<file path="src/owm_pkg.sv">
/*
 * owm_pkg: constants and carrier types for the single-wire link master.
 * assumes a 250 MHz system clock; all times are turned into cycle counts here.
 */
package owm_pkg;

    localparam int unsigned CLK_MHZ = 250;

    // times in microseconds (hard reset in milliseconds) as printed, counts derived (least times round up)
    localparam int unsigned RESET_LOW_US = 480;
    localparam int unsigned HARD_RESET_MS = 5;
    localparam int unsigned PRESENCE_CHECK_US = 10;
    localparam int unsigned PRESENCE_WIN_US = 240;
    localparam int unsigned SLOT_US = 65;
    localparam int unsigned WRITE_SLOT_STROBE_US = 1;
    localparam int unsigned READ_SLOT_STROBE_US = 1;
    localparam int unsigned READ_SAMPLE_US = 13;
    localparam int unsigned WRITE_ZERO_LOW_US = 60;
    localparam int unsigned RECOVERY_US = 5;

    localparam int unsigned RESET_LOW_CYC = RESET_LOW_US * CLK_MHZ;
    localparam int unsigned HARD_RESET_CYC = HARD_RESET_MS * 1000 * CLK_MHZ + 1;
    localparam int unsigned PRESENCE_CHECK_CYC = PRESENCE_CHECK_US * CLK_MHZ;
    localparam int unsigned PRESENCE_WIN_CYC = PRESENCE_WIN_US * CLK_MHZ;
    localparam int unsigned SLOT_CYC = SLOT_US * CLK_MHZ;
    localparam int unsigned WRITE_SLOT_STROBE_CYC = WRITE_SLOT_STROBE_US * CLK_MHZ;
    localparam int unsigned READ_SLOT_STROBE_CYC = READ_SLOT_STROBE_US * CLK_MHZ;
    localparam int unsigned READ_SAMPLE_CYC = READ_SAMPLE_US * CLK_MHZ;
    localparam int unsigned WRITE_ZERO_LOW_CYC = WRITE_ZERO_LOW_US * CLK_MHZ;
    localparam int unsigned RECOVERY_CYC = RECOVERY_US * CLK_MHZ;

    // command codes, profile answer, check polynomial and start value
    localparam logic [7:0] CMD_READ_ROM = 8'h33;
    localparam logic [7:0] CMD_SKIP_ROM = 8'hCC;
    localparam logic [7:0] CMD_PROFILE = 8'h99;
    localparam logic [7:0] PROFILE_ANSWER = 8'h55;
    localparam logic [7:0] CMD_PROGRAM = 8'h5A;
    localparam logic [7:0] CRC_POLY_REFL = 8'h8C;
    localparam logic [7:0] CRC_INIT = 8'h00;

    // request operations
    typedef enum logic [2:0] {
        OWM_OP_RESET = 3'b000,
        OWM_OP_HARD_RESET = 3'b001,
        OWM_OP_WRITE = 3'b010,
        OWM_OP_READ = 3'b011,
        OWM_OP_CRC_CLR = 3'b100
    } owm_op_type;

    typedef struct packed {
        owm_op_type op;
        logic [7:0] data;
    } owm_req_type;

    typedef struct packed {
        logic [7:0] data;
        logic [7:0] crc;
        logic presence;
        logic line_stuck;
    } owm_rsp_type;

endpackage : owm_pkg

</file>
<file path="src/owm_skid.sv">
/*
 * owm_skid: two-entry valid/ready buffer for answer words.
 * assumes one clock; source and sink follow valid/ready handshakes.
 */
`timescale 1ns/100ps
module owm_skid import owm_pkg::*; #(
    parameter int WIDTH = 18,
    parameter int DEPTH = 2
) (
    input wire logic i_mclk,
    input wire logic i_resetn,
    input wire logic i_in_valid,
    output logic o_in_ready,
    input wire logic [WIDTH-1:0] i_in_data,
    output logic o_out_valid,
    input wire logic i_out_ready,
    output logic [WIDTH-1:0] o_out_data
);
    initial begin
        if (DEPTH != 2) begin
            $error("owm_skid supports DEPTH of 2 only");
        end
    end

    logic [WIDTH-1:0] mem_reg [DEPTH];
    logic wr_ptr_reg;
    logic rd_ptr_reg;
    logic [1:0] count_reg;
    logic push;
    logic pop;

    assign push = i_in_valid && (count_reg != 2'h2);
    assign pop = (count_reg != 2'h0) && i_out_ready;
    assign o_in_ready = (count_reg != 2'h2);
    assign o_out_valid = (count_reg != 2'h0);
    assign o_out_data = mem_reg[rd_ptr_reg];

    always_ff @(posedge i_mclk or negedge i_resetn) begin
        if (!i_resetn) begin
            wr_ptr_reg <= 1'b0;
            rd_ptr_reg <= 1'b0;
            count_reg <= 2'h0;
        end else begin
            if (push) begin
                wr_ptr_reg <= ~wr_ptr_reg;
            end
            if (pop) begin
                rd_ptr_reg <= ~rd_ptr_reg;
            end
            count_reg <= count_reg + {1'b0, push} - {1'b0, pop};
        end
    end

    // storage has no reset; only valid entries are ever read
    always_ff @(posedge i_mclk) begin
        if (push) begin
            mem_reg[wr_ptr_reg] <= i_in_data;
        end
    end

endmodule : owm_skid

</file>
<file path="src/owm_master.sv">
/*
 * owm_master: host-side master for a single open-drain data line with
 * reset/presence, byte write and byte read slots and a running 8-bit check.
 * assumes an external pull-up on the line and a line input synchronous to i_mclk.
 */
//
// Contract
// - profile query 99h answered with 55h
// - 480us low reset, then presence pulse
// - write slot: strobe, then hold or release
// - read slot: strobe, device drives zero
// - idle high line pauses, resumes safely
// - check polynomial x8+x5+x4+1
// - host computes own check and compares; the master only returns crc in each answer and compares nothing
// - sample line high 10us after release
// - hard reset over 5ms after power
// - bytes travel least significant bit first
`timescale 1ns/100ps
module owm_master import owm_pkg::*; #(
    parameter int unsigned HARD_RESET_CYCLES = HARD_RESET_CYC,
    parameter int unsigned RESET_CYCLES = RESET_LOW_CYC,
    parameter int unsigned PRESENCE_WIN_CYCLES = PRESENCE_WIN_CYC,
    parameter int unsigned SLOT_CYCLES = SLOT_CYC
) (
    input wire logic i_mclk,
    input wire logic i_resetn,
    input wire logic i_req_valid,
    output logic o_req_ready,
    input wire owm_req_type i_req,
    output logic o_rsp_valid,
    input wire logic i_rsp_ready,
    output owm_rsp_type o_rsp,
    output logic o_busy,
    input wire logic i_line,
    output logic o_line,
    output logic o_line_oe
);
    localparam int CW = 24;

    initial begin
        if (RESET_CYCLES < 2 || SLOT_CYCLES <= READ_SAMPLE_CYC + RECOVERY_CYC
            || HARD_RESET_CYCLES >= (1 << CW) || RESET_CYCLES >= (1 << CW)
            || PRESENCE_WIN_CYCLES <= PRESENCE_CHECK_CYC) begin
            $error("owm_master timing parameters out of range");
        end
    end

    // ----------------------------------------------------------------
    // check value step
    // ----------------------------------------------------------------
    function automatic logic [7:0] crc_step(input logic [7:0] crc, input logic bit_in);
        logic fb;
        fb = crc[0] ^ bit_in;
        crc_step = {1'b0, crc[7:1]} ^ (fb ? CRC_POLY_REFL : 8'h00);
    endfunction : crc_step

    // ----------------------------------------------------------------
    // state machine
    // ----------------------------------------------------------------
    typedef enum logic [3:0] {
        ST_IDLE = 4'b0000,
        ST_RST_LOW = 4'b0001,
        ST_RST_CHECK = 4'b0010,
        ST_RST_WAIT = 4'b0011,
        ST_SLOT_LOW = 4'b0100,
        ST_SLOT_HOLD = 4'b0101,
        ST_SLOT_REC = 4'b0110,
        ST_EMIT = 4'b0111
    } owm_state_type;

    owm_state_type state_reg;
    owm_op_type op_reg;
    logic [CW-1:0] cnt_reg;
    logic [7:0] shift_reg;
    logic [2:0] bit_reg;
    logic [7:0] crc_reg;
    logic presence_reg;
    logic stuck_reg;
    logic line_oe_reg;
    logic emit_valid;
    logic emit_ready;
    logic slot_bit;
    owm_rsp_type emit_rsp;
    logic [17:0] buf_out;

    assign slot_bit = shift_reg[0];
    assign emit_valid = (state_reg == ST_EMIT);
    assign emit_rsp = '{data: shift_reg, crc: crc_reg, presence: presence_reg,
                        line_stuck: stuck_reg};

    always_ff @(posedge i_mclk or negedge i_resetn) begin
        if (!i_resetn) begin
            state_reg <= ST_IDLE;
            cnt_reg <= '0;
        end else begin
            case (state_reg)
                ST_IDLE: begin
                    // line left high between requests; device resumes later
                    // query byte and its answer ride plain byte slots
                    if (i_req_valid) begin
                        cnt_reg <= '0;
                        if (i_req.op == OWM_OP_RESET || i_req.op == OWM_OP_HARD_RESET) begin
                            state_reg <= ST_RST_LOW;
                        end else if (i_req.op == OWM_OP_CRC_CLR) begin
                            state_reg <= ST_EMIT;
                        end else begin
                            state_reg <= ST_SLOT_LOW;
                        end
                    end
                end
                ST_RST_LOW: begin
                    cnt_reg <= cnt_reg + 1'b1;
                    if ((op_reg == OWM_OP_HARD_RESET && cnt_reg == CW'(HARD_RESET_CYCLES - 1))
                        || (op_reg == OWM_OP_RESET && cnt_reg == CW'(RESET_CYCLES - 1))) begin
                        cnt_reg <= '0;
                        state_reg <= ST_RST_CHECK;
                    end
                end
                ST_RST_CHECK: begin
                    cnt_reg <= cnt_reg + 1'b1;
                    if (cnt_reg == CW'(PRESENCE_CHECK_CYC - 1)) begin
                        state_reg <= ST_RST_WAIT;
                    end
                end
                ST_RST_WAIT: begin
                    cnt_reg <= cnt_reg + 1'b1;
                    if (cnt_reg == CW'(PRESENCE_WIN_CYCLES - 1)) begin
                        state_reg <= ST_EMIT;
                    end
                end
                ST_SLOT_LOW: begin
                    cnt_reg <= cnt_reg + 1'b1;
                    if (cnt_reg == CW'(WRITE_SLOT_STROBE_CYC - 1)) begin
                        state_reg <= ST_SLOT_HOLD;
                    end
                end
                ST_SLOT_HOLD: begin
                    cnt_reg <= cnt_reg + 1'b1;
                    if (cnt_reg == CW'(SLOT_CYCLES - RECOVERY_CYC - 1)) begin
                        state_reg <= ST_SLOT_REC;
                    end
                end
                ST_SLOT_REC: begin
                    cnt_reg <= cnt_reg + 1'b1;
                    if (cnt_reg == CW'(SLOT_CYCLES - 1)) begin
                        cnt_reg <= '0;
                        state_reg <= (bit_reg == 3'h7) ? ST_EMIT : ST_SLOT_LOW;
                    end
                end
                ST_EMIT: begin
                    if (emit_ready) begin
                        state_reg <= ST_IDLE;
                    end
                end
                default: begin
                    state_reg <= ST_IDLE;
                end
            endcase
        end
    end

    // ----------------------------------------------------------------
    // line drive: open drain, oe high pulls low
    // ----------------------------------------------------------------
    always_ff @(posedge i_mclk or negedge i_resetn) begin
        if (!i_resetn) begin
            line_oe_reg <= 1'b0;
        end else begin
            case (state_reg)
                ST_IDLE: begin
                    line_oe_reg <= i_req_valid && (i_req.op != OWM_OP_CRC_CLR);
                end
                ST_RST_LOW: begin
                    line_oe_reg <= !((op_reg == OWM_OP_HARD_RESET
                                      && cnt_reg == CW'(HARD_RESET_CYCLES - 1))
                                     || (op_reg == OWM_OP_RESET
                                         && cnt_reg == CW'(RESET_CYCLES - 1)));
                end
                ST_SLOT_LOW: begin
                    // write zero keeps low, write one and read release
                    if (cnt_reg == CW'(WRITE_SLOT_STROBE_CYC - 1)) begin
                        line_oe_reg <= (op_reg == OWM_OP_WRITE) && !slot_bit;
                    end
                end
                ST_SLOT_HOLD: begin
                    if (cnt_reg == CW'(SLOT_CYCLES - RECOVERY_CYC - 1)) begin
                        line_oe_reg <= 1'b0;
                    end
                end
                ST_SLOT_REC: begin
                    line_oe_reg <= (cnt_reg == CW'(SLOT_CYCLES - 1)) && (bit_reg != 3'h7);
                end
                default: begin
                    line_oe_reg <= 1'b0;
                end
            endcase
        end
    end

    // ----------------------------------------------------------------
    // data, bit count and check value
    // ----------------------------------------------------------------
    always_ff @(posedge i_mclk or negedge i_resetn) begin
        if (!i_resetn) begin
            op_reg <= OWM_OP_RESET;
            shift_reg <= 8'h00;
            bit_reg <= 3'h0;
            crc_reg <= CRC_INIT;
        end else begin
            if (state_reg == ST_IDLE && i_req_valid) begin
                op_reg <= i_req.op;
                shift_reg <= (i_req.op == OWM_OP_READ) ? 8'h00 : i_req.data;
                bit_reg <= 3'h0;
                // own check restarts at each reset or on request
                if (i_req.op == OWM_OP_RESET || i_req.op == OWM_OP_HARD_RESET
                    || i_req.op == OWM_OP_CRC_CLR) begin
                    crc_reg <= CRC_INIT;
                end
            end
            if (state_reg == ST_SLOT_HOLD && cnt_reg == CW'(READ_SAMPLE_CYC - 1)) begin
                // sampled bit (driven or read back) feeds the check
                shift_reg <= {(op_reg == OWM_OP_READ) ? i_line : slot_bit, shift_reg[7:1]};
                crc_reg <= crc_step(crc_reg, (op_reg == OWM_OP_READ) ? i_line : slot_bit);
            end
            if (state_reg == ST_SLOT_REC && cnt_reg == CW'(SLOT_CYCLES - 1)) begin
                bit_reg <= bit_reg + 3'h1;
            end
        end
    end

    // ----------------------------------------------------------------
    // presence capture
    // ----------------------------------------------------------------
    always_ff @(posedge i_mclk or negedge i_resetn) begin
        if (!i_resetn) begin
            presence_reg <= 1'b0;
            stuck_reg <= 1'b0;
        end else begin
            if (state_reg == ST_RST_LOW) begin
                presence_reg <= 1'b0;
                stuck_reg <= 1'b0;
            end
            // line must be back high before the presence pulse
            if (state_reg == ST_RST_CHECK && cnt_reg == CW'(PRESENCE_CHECK_CYC - 1)) begin
                stuck_reg <= !i_line;
            end
            // both reset lengths look for a presence pulse
            if (state_reg == ST_RST_WAIT && !i_line && !stuck_reg) begin
                presence_reg <= 1'b1;
            end
        end
    end

    // ----------------------------------------------------------------
    // answer buffer; a stalled consumer holds the master in emit once two answers wait
    // ----------------------------------------------------------------
    owm_skid #(
        .WIDTH(18),
        .DEPTH(2)
    ) u_skid (
        .i_mclk(i_mclk),
        .i_resetn(i_resetn),
        .i_in_valid(emit_valid),
        .o_in_ready(emit_ready),
        .i_in_data(emit_rsp),
        .o_out_valid(o_rsp_valid),
        .i_out_ready(i_rsp_ready),
        .o_out_data(buf_out)
    );

    assign o_rsp = owm_rsp_type'(buf_out);
    assign o_line = 1'b0;
    assign o_line_oe = line_oe_reg;
    assign o_req_ready = (state_reg == ST_IDLE);
    assign o_busy = (state_reg != ST_IDLE);

endmodule : owm_master

</file>
<file path="config.mk">
export PLATFORM = sky130hd
export DESIGN_NAME = owm_master
export DESIGN_NICKNAME = d
export VERILOG_FILES = /design/src/owm_pkg.sv /design/src/owm_skid.sv /design/src/owm_master.sv
export SDC_FILE = /design/constraint.sdc
export NUM_CORES = 1
export LEC_CHECK = 0
export BUFFER_PORTS_ARGS = -buffer_cell sky130_fd_sc_hd__buf_4
export CELL_PAD_IN_SITES_DETAIL_PLACEMENT = 0
export CELL_PAD_IN_SITES_GLOBAL_PLACEMENT = 1
export CORE_MARGIN = 2
export CORE_UTILIZATION = 53
export CTS_BUF_LIST = sky130_fd_sc_hd__clkbuf_2 sky130_fd_sc_hd__clkbuf_4 sky130_fd_sc_hd__clkbuf_8
export DETAILED_ROUTE_END_ITERATION = 16
export PLACE_DENSITY_LB_ADDON = 0.1
export SKIP_LAST_GASP = 1
export SYNTH_ARGS = -nofsm -noshare
export SYNTH_HDL_FRONTEND = slang
export SYNTH_SLANG_ARGS = --single-unit
</file>
<file path="constraint.sdc">
create_clock -name i_mclk -period 5.1 [get_ports i_mclk]
set_clock_uncertainty 0.05 [all_clocks]
set_input_delay 0 -clock i_mclk [delete_from_list [all_inputs] [get_ports i_mclk]]
set_output_delay 0 -clock i_mclk [all_outputs]
set_load 0.03 [all_outputs]
</file>
==> flow_summary.ini, run 1 <==
[sta]
slew_viol_final = 0
slew_headroom_pct = 24.91
finalSetupViolCount = 0
setup_tns_ns = 0
tightest_slew_ns = 1.118
hold_violations = 0
period_share_pct = 66.50
finalCriticalPeriod_ns = 3.392
rsz0062_at_grt = false
max_freq_mhz = 294.8

[synth]
synth-xor-area-share_pct = 4.581
synth_compound_area_share_pct = 10.25
syn_area_um2 = 4588
synth-main-ff-cell = dfrtp_1
yosysWarningCount = 0
ys_seq_area_share_pct = 54.10
synth_fp_nets = 435
synthMuxAreaShare_pct = 5.890
synth-simple-area-share_pct = 19.36
synth_area_per_cell_um2 = 11.14
ys_async_sr_fraction_pct = 60.87
synth_seq_cells = 92
synth_top_family_by_area = simple AND/OR/NAND/NOR gates
synth_edf_count = 36
postSynthCellCount = 412
synthAdderAreaFrac_pct = 1.909
ys_types = 64

[route]
vias = 3283
drt_iter0_markers = 205
postRouteAntennaNets = 0
remaining_drc_errors = 0
drt_first_pass_iters = 4
wl_um = 9688
post_drt_wl_per_cell_um = 17.24
viasPerCell = 5.842

[grt]
grt_overflow = 0
grt_util_met2_pct = 35.47
grt_use_met3_pct = 3.468
grt_pass1_wl_um = 15980
top_usage_layer = met2
use_met1_pct = 27.96
grt_use_total_pct = 21.07
grt_max_degree = 57
antenna_found_initial = 0
grt_pass1_vias = 3095

[finish]
fin_nets = 475
area_growth_pct = 14.21
drive_above_1_share_pct = 19.69
fin_util_pct = 63.14
n_antenna_cell = 0
final_cell_mix = dfrtp_1 (56), buf_4 (39), nor2_1 (37), nand2_1 (37), edfxtp_1 (36)
largest_reg_flops = 36
final_common_cell = dfrtp_1

[power_and_ir_drop]
p_int_w = 0.001077
p_switching_w = 0.0003530
clockPowerShare_pct = 35.2
powerDensity_nw_per_um2 = 272.9
comb_power_share_pct = 8.1
p_leak_nw = 2.078
swShare_pct = 24.68
vdd_drop_max_uv = 144.2
seqPwrFrac_pct = 56.7

[critical_path]
critPathTopFamily = simple AND/OR/NAND/NOR gates
worstPathArrival_ns = 3.64
crit_path_start_kind = flip-flop
rr_startpoint = cnt_reg[18]$_DFFE_PN0P_
worstPathMaxFanout = 25
startpoint = cnt_reg[18]$_DFFE_PN0P_
endpoint_kind = flip-flop
crit_buf_inv = 1
required_ns = 5.34
path_cells = or4_1, or3_4, nor4_4, a221oi_1, a21oi_1, dlygate4sd3_1
worst-setup-path-type = reg -> reg
slowest_stage = nor4_4
critPathMaxStageDelay_ns = 0.98

[die]
die_w_um = 97.04
rows = 33
ios = 39
die-area_um2 = 9417
die_h_um = 97.04
core_area_um2 = 8299
initial_utilization_pct = 55.28

[min_path]
hold_class = in -> reg
min_from = i_req_valid

[clock_tree]
clock_latency_ns = 0.36
cts_hold_buf = 15
cts.sinks = 92
clock-root-buffer = clkbuf_8
cts_buffers = 9
post_cts_resized = 0
cts_setup_buffers = 0
h-tree-depth = 3
cts_buffer_depth = 2
cts_tree = built
clk_pin_slew_ns = 0.10

[placement]
io_buffers = 37
gp_congestion = 0.8465
dpl.hpwl_um = 6673

[flow_run]
max-cap-violations = 0

[outcome]
status = completed
## logic make-up (layout without fill, tap and decap cells)
group	Yosys count	count (layout)
AND/OR/NAND/NOR	160	160
flip-flops	92	92
AO/OA/AOI/OAI	67	67
buffers and inverters	37	82
XOR/XNOR	24	24
multiplexers	24	24
adder cells (fa/ha/maj)	7	7
other	1	1
## worst paths after layout
kind                                                  end  slack (ns)  cells past startpoint
hold / removal                     crc_reg[6]$_DFFE_PN0P_        0.14                      3
min in group asynchronous          cnt_reg[0]$_DFFE_PN0P_        0.18                      2
setup reg to reg                 shift_reg[7]$_DFFE_PN0P_        1.71                      6
setup / recovery                 shift_reg[7]$_DFFE_PN0P_        1.71                      6
max in group asynchronous          bit_reg[1]$_DFFE_PN0P_        4.32                      2
hold reg to reg            u_skid.mem_reg[1][1]$_DFFE_PP_        0.43                      0
## power groups by stage
stage | sequential (W) | clock [W] | combinational, W
5_1_grt | 0.000817 | 0.000540 | 0.000128
4_1_cts | 0.000812 | 0.000511 | 0.000118
6_report | 0.000811 | 0.000503 | 0.000116
3_3_place_gp | 0.000827 | 0 | 0.000107
3_5_place_dp | 0.000827 | 0 | 0.000109
2_1_floorplan | 0.000797 | 0 | 0.0000956
## worst register-to-register path: cells and delay by family (launching register included)
| family | cells | cell delay, ns |
|---|---|---|
| compound gates | 2 | 0.30 |
| simple gates | 3 | 2.01 |
| flops | 1 | 0.42 |
| buf+inv | 1 | 0.56 |
## routing by layer
metal / part of all wire, % / vias to the layer above
li1: - / 1588
met1: 44 / 1612
met2: 52 / 72
met3: 3.0 / 11
met4: 1.6 / 0
met5: 0 / -
## cells in the mapped netlist (4+ instances only)
| cell | count | area [um2] |
|---|---|---|
| inv_1 | 11 | 41.29 |
| a21oi_1 | 5 | 25.02 |
| o21ai_0 | 21 | 105.1 |
| nand3_1 | 18 | 90.09 |
| or3_1 | 5 | 31.28 |
| a22oi_1 | 7 | 52.55 |
| xnor2_1 | 8 | 70.07 |
| ha_1 | 7 | 87.58 |
| nor2_1 | 37 | 138.9 |
| and4b_1 | 4 | 40.04 |
| nand2_1 | 37 | 138.9 |
| mux2_2 | 20 | 225.2 |
| xor2_1 | 16 | 140.1 |
| nor3_1 | 12 | 60.06 |
| nand4_1 | 11 | 68.82 |
| dfrtp_1 | 56 | 1401 |
| a31oi_1 | 8 | 50.05 |
| edfxtp_1 | 36 | 1081 |
| a22o_1 | 9 | 78.83 |
| buf_2 | 8 | 40.04 |
| or4_1 | 4 | 30.03 |
| clkbuf_1 | 12 | 45.04 |
| nor4_1 | 4 | 25.02 |
## cell type report
class / instances / area (um2)
Fill cell: 663 / 3059
Sequential cell: 92 / 2482
Multi-Input combinational cell: 283 / 1936
Timing Repair Buffer: 54 / 442.9
Clock buffer: 10 / 131.4
Tap cell: 105 / 131.4
Clock inverter: 6 / 71.32
Inverter: 12 / 45.04
## metrics by stage
step                setup WS (ns)  hold WS, ns  cells  area, um2  total power, W
floorplan                   2.617      -0.3456    412       4588       0.0008930
global placement            2.098      0.05070    531       4887       0.0009334
detailed placement          1.994      0.06467    531       4887       0.0009365
CTS                         1.719       0.1342    562       5240        0.001442
global route                1.462       0.1496    562       5240        0.001485
finish                      1.708       0.1378    562       5240        0.001430
Note: power is estimated with default switching activity, not from simulation.
==> run 2, diff against run 1 <==
--- a/config.mk
+++ b/config.mk
@@ -5,11 +5,12 @@
 export SDC_FILE = /design/constraint.sdc
 export NUM_CORES = 1
 export LEC_CHECK = 0
+export ABC_AREA = 1
 export BUFFER_PORTS_ARGS = -buffer_cell sky130_fd_sc_hd__buf_4
 export CELL_PAD_IN_SITES_DETAIL_PLACEMENT = 0
 export CELL_PAD_IN_SITES_GLOBAL_PLACEMENT = 1
 export CORE_MARGIN = 2
-export CORE_UTILIZATION = 53
+export CORE_UTILIZATION = 42
 export CTS_BUF_LIST = sky130_fd_sc_hd__clkbuf_2 sky130_fd_sc_hd__clkbuf_4 sky130_fd_sc_hd__clkbuf_8
 export DETAILED_ROUTE_END_ITERATION = 16
 export PLACE_DENSITY_LB_ADDON = 0.1
==> constraint.sdc (replaced) <==
create_clock -name i_mclk -period 2.8 [get_ports i_mclk]
set_clock_uncertainty 0.05 [all_clocks]
set_input_delay 0 -clock i_mclk [delete_from_list [all_inputs] [get_ports i_mclk]]
set_output_delay 0 -clock i_mclk [all_outputs]
set_load 0.03 [all_outputs]
==> run 2 against run 1 <==
  * The flow now finishes with violations (DRC)
  * Power rose to 3.4 times the previous value
  * Critical path depth up 3
  * Flip-flop and latch count unchanged
  * Setup slack worse by 1.0 ns
  * Largest cell class unchanged
  * Highest routed layer unchanged
==> flow_summary.ini, run 2 <==
[critical_path]
worstPathArrival_ns = 2.37
crit_path_start_kind = flip-flop
crit_buf_inv = 1
endpoint_kind = flip-flop
critPathMaxStageDelay_ns = 0.44
required_ns = 3.06
critPathTopFamily = simple AND/OR/NAND/NOR gates
worst-setup-path-type = reg -> reg
path_cells = nor2_1, nand2_1, nor2_4, nand2_2, nor2_4, inv_2, o21ai_0, o21ai_1, o21ai_1
slowest_stage = dfrtp_1
worstPathMaxFanout = 17

[sta]
setup_tns_ns = 0
finalCriticalPeriod_ns = 2.114
tightest_slew_ns = 0.7105
slew_headroom_pct = 52.63
rsz0062_at_grt = false
hold_violations = 0
finalSetupViolCount = 0
max_freq_mhz = 473.1
hold_slack_ns = 0.1242
slew_viol_final = 0
period_share_pct = 75.50

[power_and_ir_drop]
swShare_pct = 43.08
p_int_w = 0.002740
powerDensity_nw_per_um2 = 841.2
clockPowerShare_pct = 19.0
p_switching_w = 0.002073
vdd_drop_max_uv = 298.3
p_leak_nw = 2.634
seqPwrFrac_pct = 40.6
total_power_w = 0.004813
comb_power_share_pct = 40.4

[finish]
n_antenna_cell = 0
final_cell_mix = nand2_1 (189), nor2_1 (79), inv_1 (63), dfrtp_1 (56), nand3_1 (43)
fillCellCount = 1152
fin_nets = 693
regArea_um2 = 2482
area_growth_pct = 14.21
fin_util_pct = 49.68
largest_reg_flops = 36
drive_above_1_share_pct = 15.11
multiInputGateArea_um2 = 2148
final_common_cell = nand2_1

[min_path]
hold_class = in -> reg

[synth]
synth_top_area_share_pct = 27.97
synth_common_cells = nand2_1 (189), nor2_1 (79), inv_1 (63)
syn_area_um2 = 5010
postSynthCellCount = 618
synth_edf_count = 36
yosysWarningCount = 0
ys_seq_area_share_pct = 49.55
synth-main-ff-cell = dfrtp_1
ys_types = 39
yosysMostFrequentCell = nand2_1
yosys-top-cells-area = dfrtp_1 (28%), edfxtp_1 (22%), nand2_1 (14%)
synth_area_per_cell_um2 = 8.106
synth_seq_cells = 92
ys_async_sr_fraction_pct = 60.87
yosysTopAreaCell = dfrtp_1
synth_fp_nets = 641

[route]
postRouteAntennaNets = 0
viasPerCell = 4.946
wl_um = 11840
post_drt_wl_per_cell_um = 14.47
drt_first_pass_iters = 12
vias = 4046
drt_iter0_markers = 228
remaining_drc_errors = 6

[grt]
grt_overflow = 0
grt_pass1_wl_um = 20230
grt_max_degree = 57
grt_use_total_pct = 20.08
grt_pass1_vias = 4076
antenna_found_initial = 0

[die]
die-area_um2 = 12820
core_area_um2 = 11520
die_w_um = 113.2
die_h_um = 113.2
initial_utilization_pct = 43.50
rows = 39
ios = 39

[outcome]
violations = DRC
status = finished with violations

[placement]
io_buffers = 37
dpl.hpwl_um = 8817
gp_congestion = 0.8917

[clock_tree]
clock-root-buffer = clkbuf_8
cts.sinks = 92
cts_setup_buffers = 0
cts_buffers = 9
clk_pin_slew_ns = 0.09
h-tree-depth = 3
cts_tree = built
clock_latency_ns = 0.37
cts_buffer_depth = 2

[flow_run]
max-cap-violations = 0
-- run 2: cell count changes after synthesis, moves of 9 or more --
cell / previous run / this run
nand3_1: 18 / 43
inv_1: 11 / 63
mux2_2: 20 / 0
nor2_2: 0 / 15
nor2_1: 37 / 79
nand2_1: 37 / 189
clkbuf_1: 12 / 2
inv_2: 0 / 9
-- run 2: power groups by stage --
stage	Sequential, W	Combinational, W	Clock [W]
5_1_grt	0.00200	0.00219	0.000987
3_3_place_gp	0.00198	0.00192	0
4_1_cts	0.00196	0.00198	0.000938
3_5_place_dp	0.00199	0.00196	0
2_1_floorplan	0.00186	0.00154	0
6_report	0.00196	0.00194	0.000913
-- run 2: per-stage QoR --
step | setup WS, ns | cell area (um2) | std cells
final | 0.6861 | 5722 | 818
after global routing | 0.4760 | 5722 | 818
after CTS | 0.6722 | 5722 | 818
after detailed placement | 0.6846 | 5385 | 788
after global placement | 0.6999 | 5385 | 788
after floorplan | 0.6055 | 5010 | 618
-- run 2: timing repair --
| action | in CTS | in global routing |
|---|---|---|
| gates resized for setup | 0 | 0 |
| setup endpoints to repair | 0 | 0 |
| hold buffers | 14 | 0 |
| endpoints found under the hold margin | 71 | 0 |
-- run 2: cell families (layout without fill, tap and decap cells) --
logic type / after synthesis / after routing / share of synthesized area, %
AOI/OAI and AO/OA: 45 / 45 / 5.245
xor gates and xnor gates: 17 / 17 / 2.972
adders and majority gates: 7 / 7 / 1.748
buffers and inverters: 86 / 143 / 7.567
DFF: 92 / 92 / 49.55
other: 1 / 1 / 0.07485
and+or+nand+nor: 370 / 370 / 32.84
-- run 2: metal layers --
layer | vias up | global-route usage [%] | routed length, um
met5 | - | 0 | 0
met4 | 0 | 8.049 | 289
met3 | 18 | 2.625 | 350
met2 | 70 | 34.89 | 5829
met1 | 1899 | 25.40 | 5370
li1 | 2059 | - | -
-- run 2: area by class of cell --
cell class | count | share of cell area, %
multi-input cells | 440 | 37.55
clock inverters | 7 | 1.268
inverters | 74 | 4.942
flip-flops and latches | 92 | 43.39
well taps | 143 | 3.127
clock buffers | 9 | 2.165
repair buffers | 53 | 7.566
-- run 2: final timing paths --
check | from | to | slack (ns) | depth (start not counted)
max in group asynchronous | i_resetn | crc_reg[0]$_DFFE_PN0P_ | 2.07 | 2
hold / removal | i_req_valid | op_reg[2]$_DFFE_PN0P_ | 0.12 | 5
setup / recovery | cnt_reg[19]$_DFFE_PN0P_ | shift_reg[0]$_DFFE_PN0P_ | 0.69 | 9
min in group asynchronous | i_resetn | cnt_reg[19]$_DFFE_PN0P_ | 0.17 | 2
hold reg to reg | o_line_oe$_DFFE_PN0P_ | o_line_oe$_DFFE_PN0P_ | 0.44 | 2
setup reg to reg | cnt_reg[19]$_DFFE_PN0P_ | shift_reg[0]$_DFFE_PN0P_ | 0.69 | 9
-- run 2: worst register-to-register path, delay by kind of cell (launching register included) --
family / cells / cell delay (ns)
flip-flops: 1 / 0.44
AND/OR/NAND/NOR: 5 / 1.02
AO/OA/AOI/OAI: 3 / 0.30
buffers and inverters: 1 / 0.23
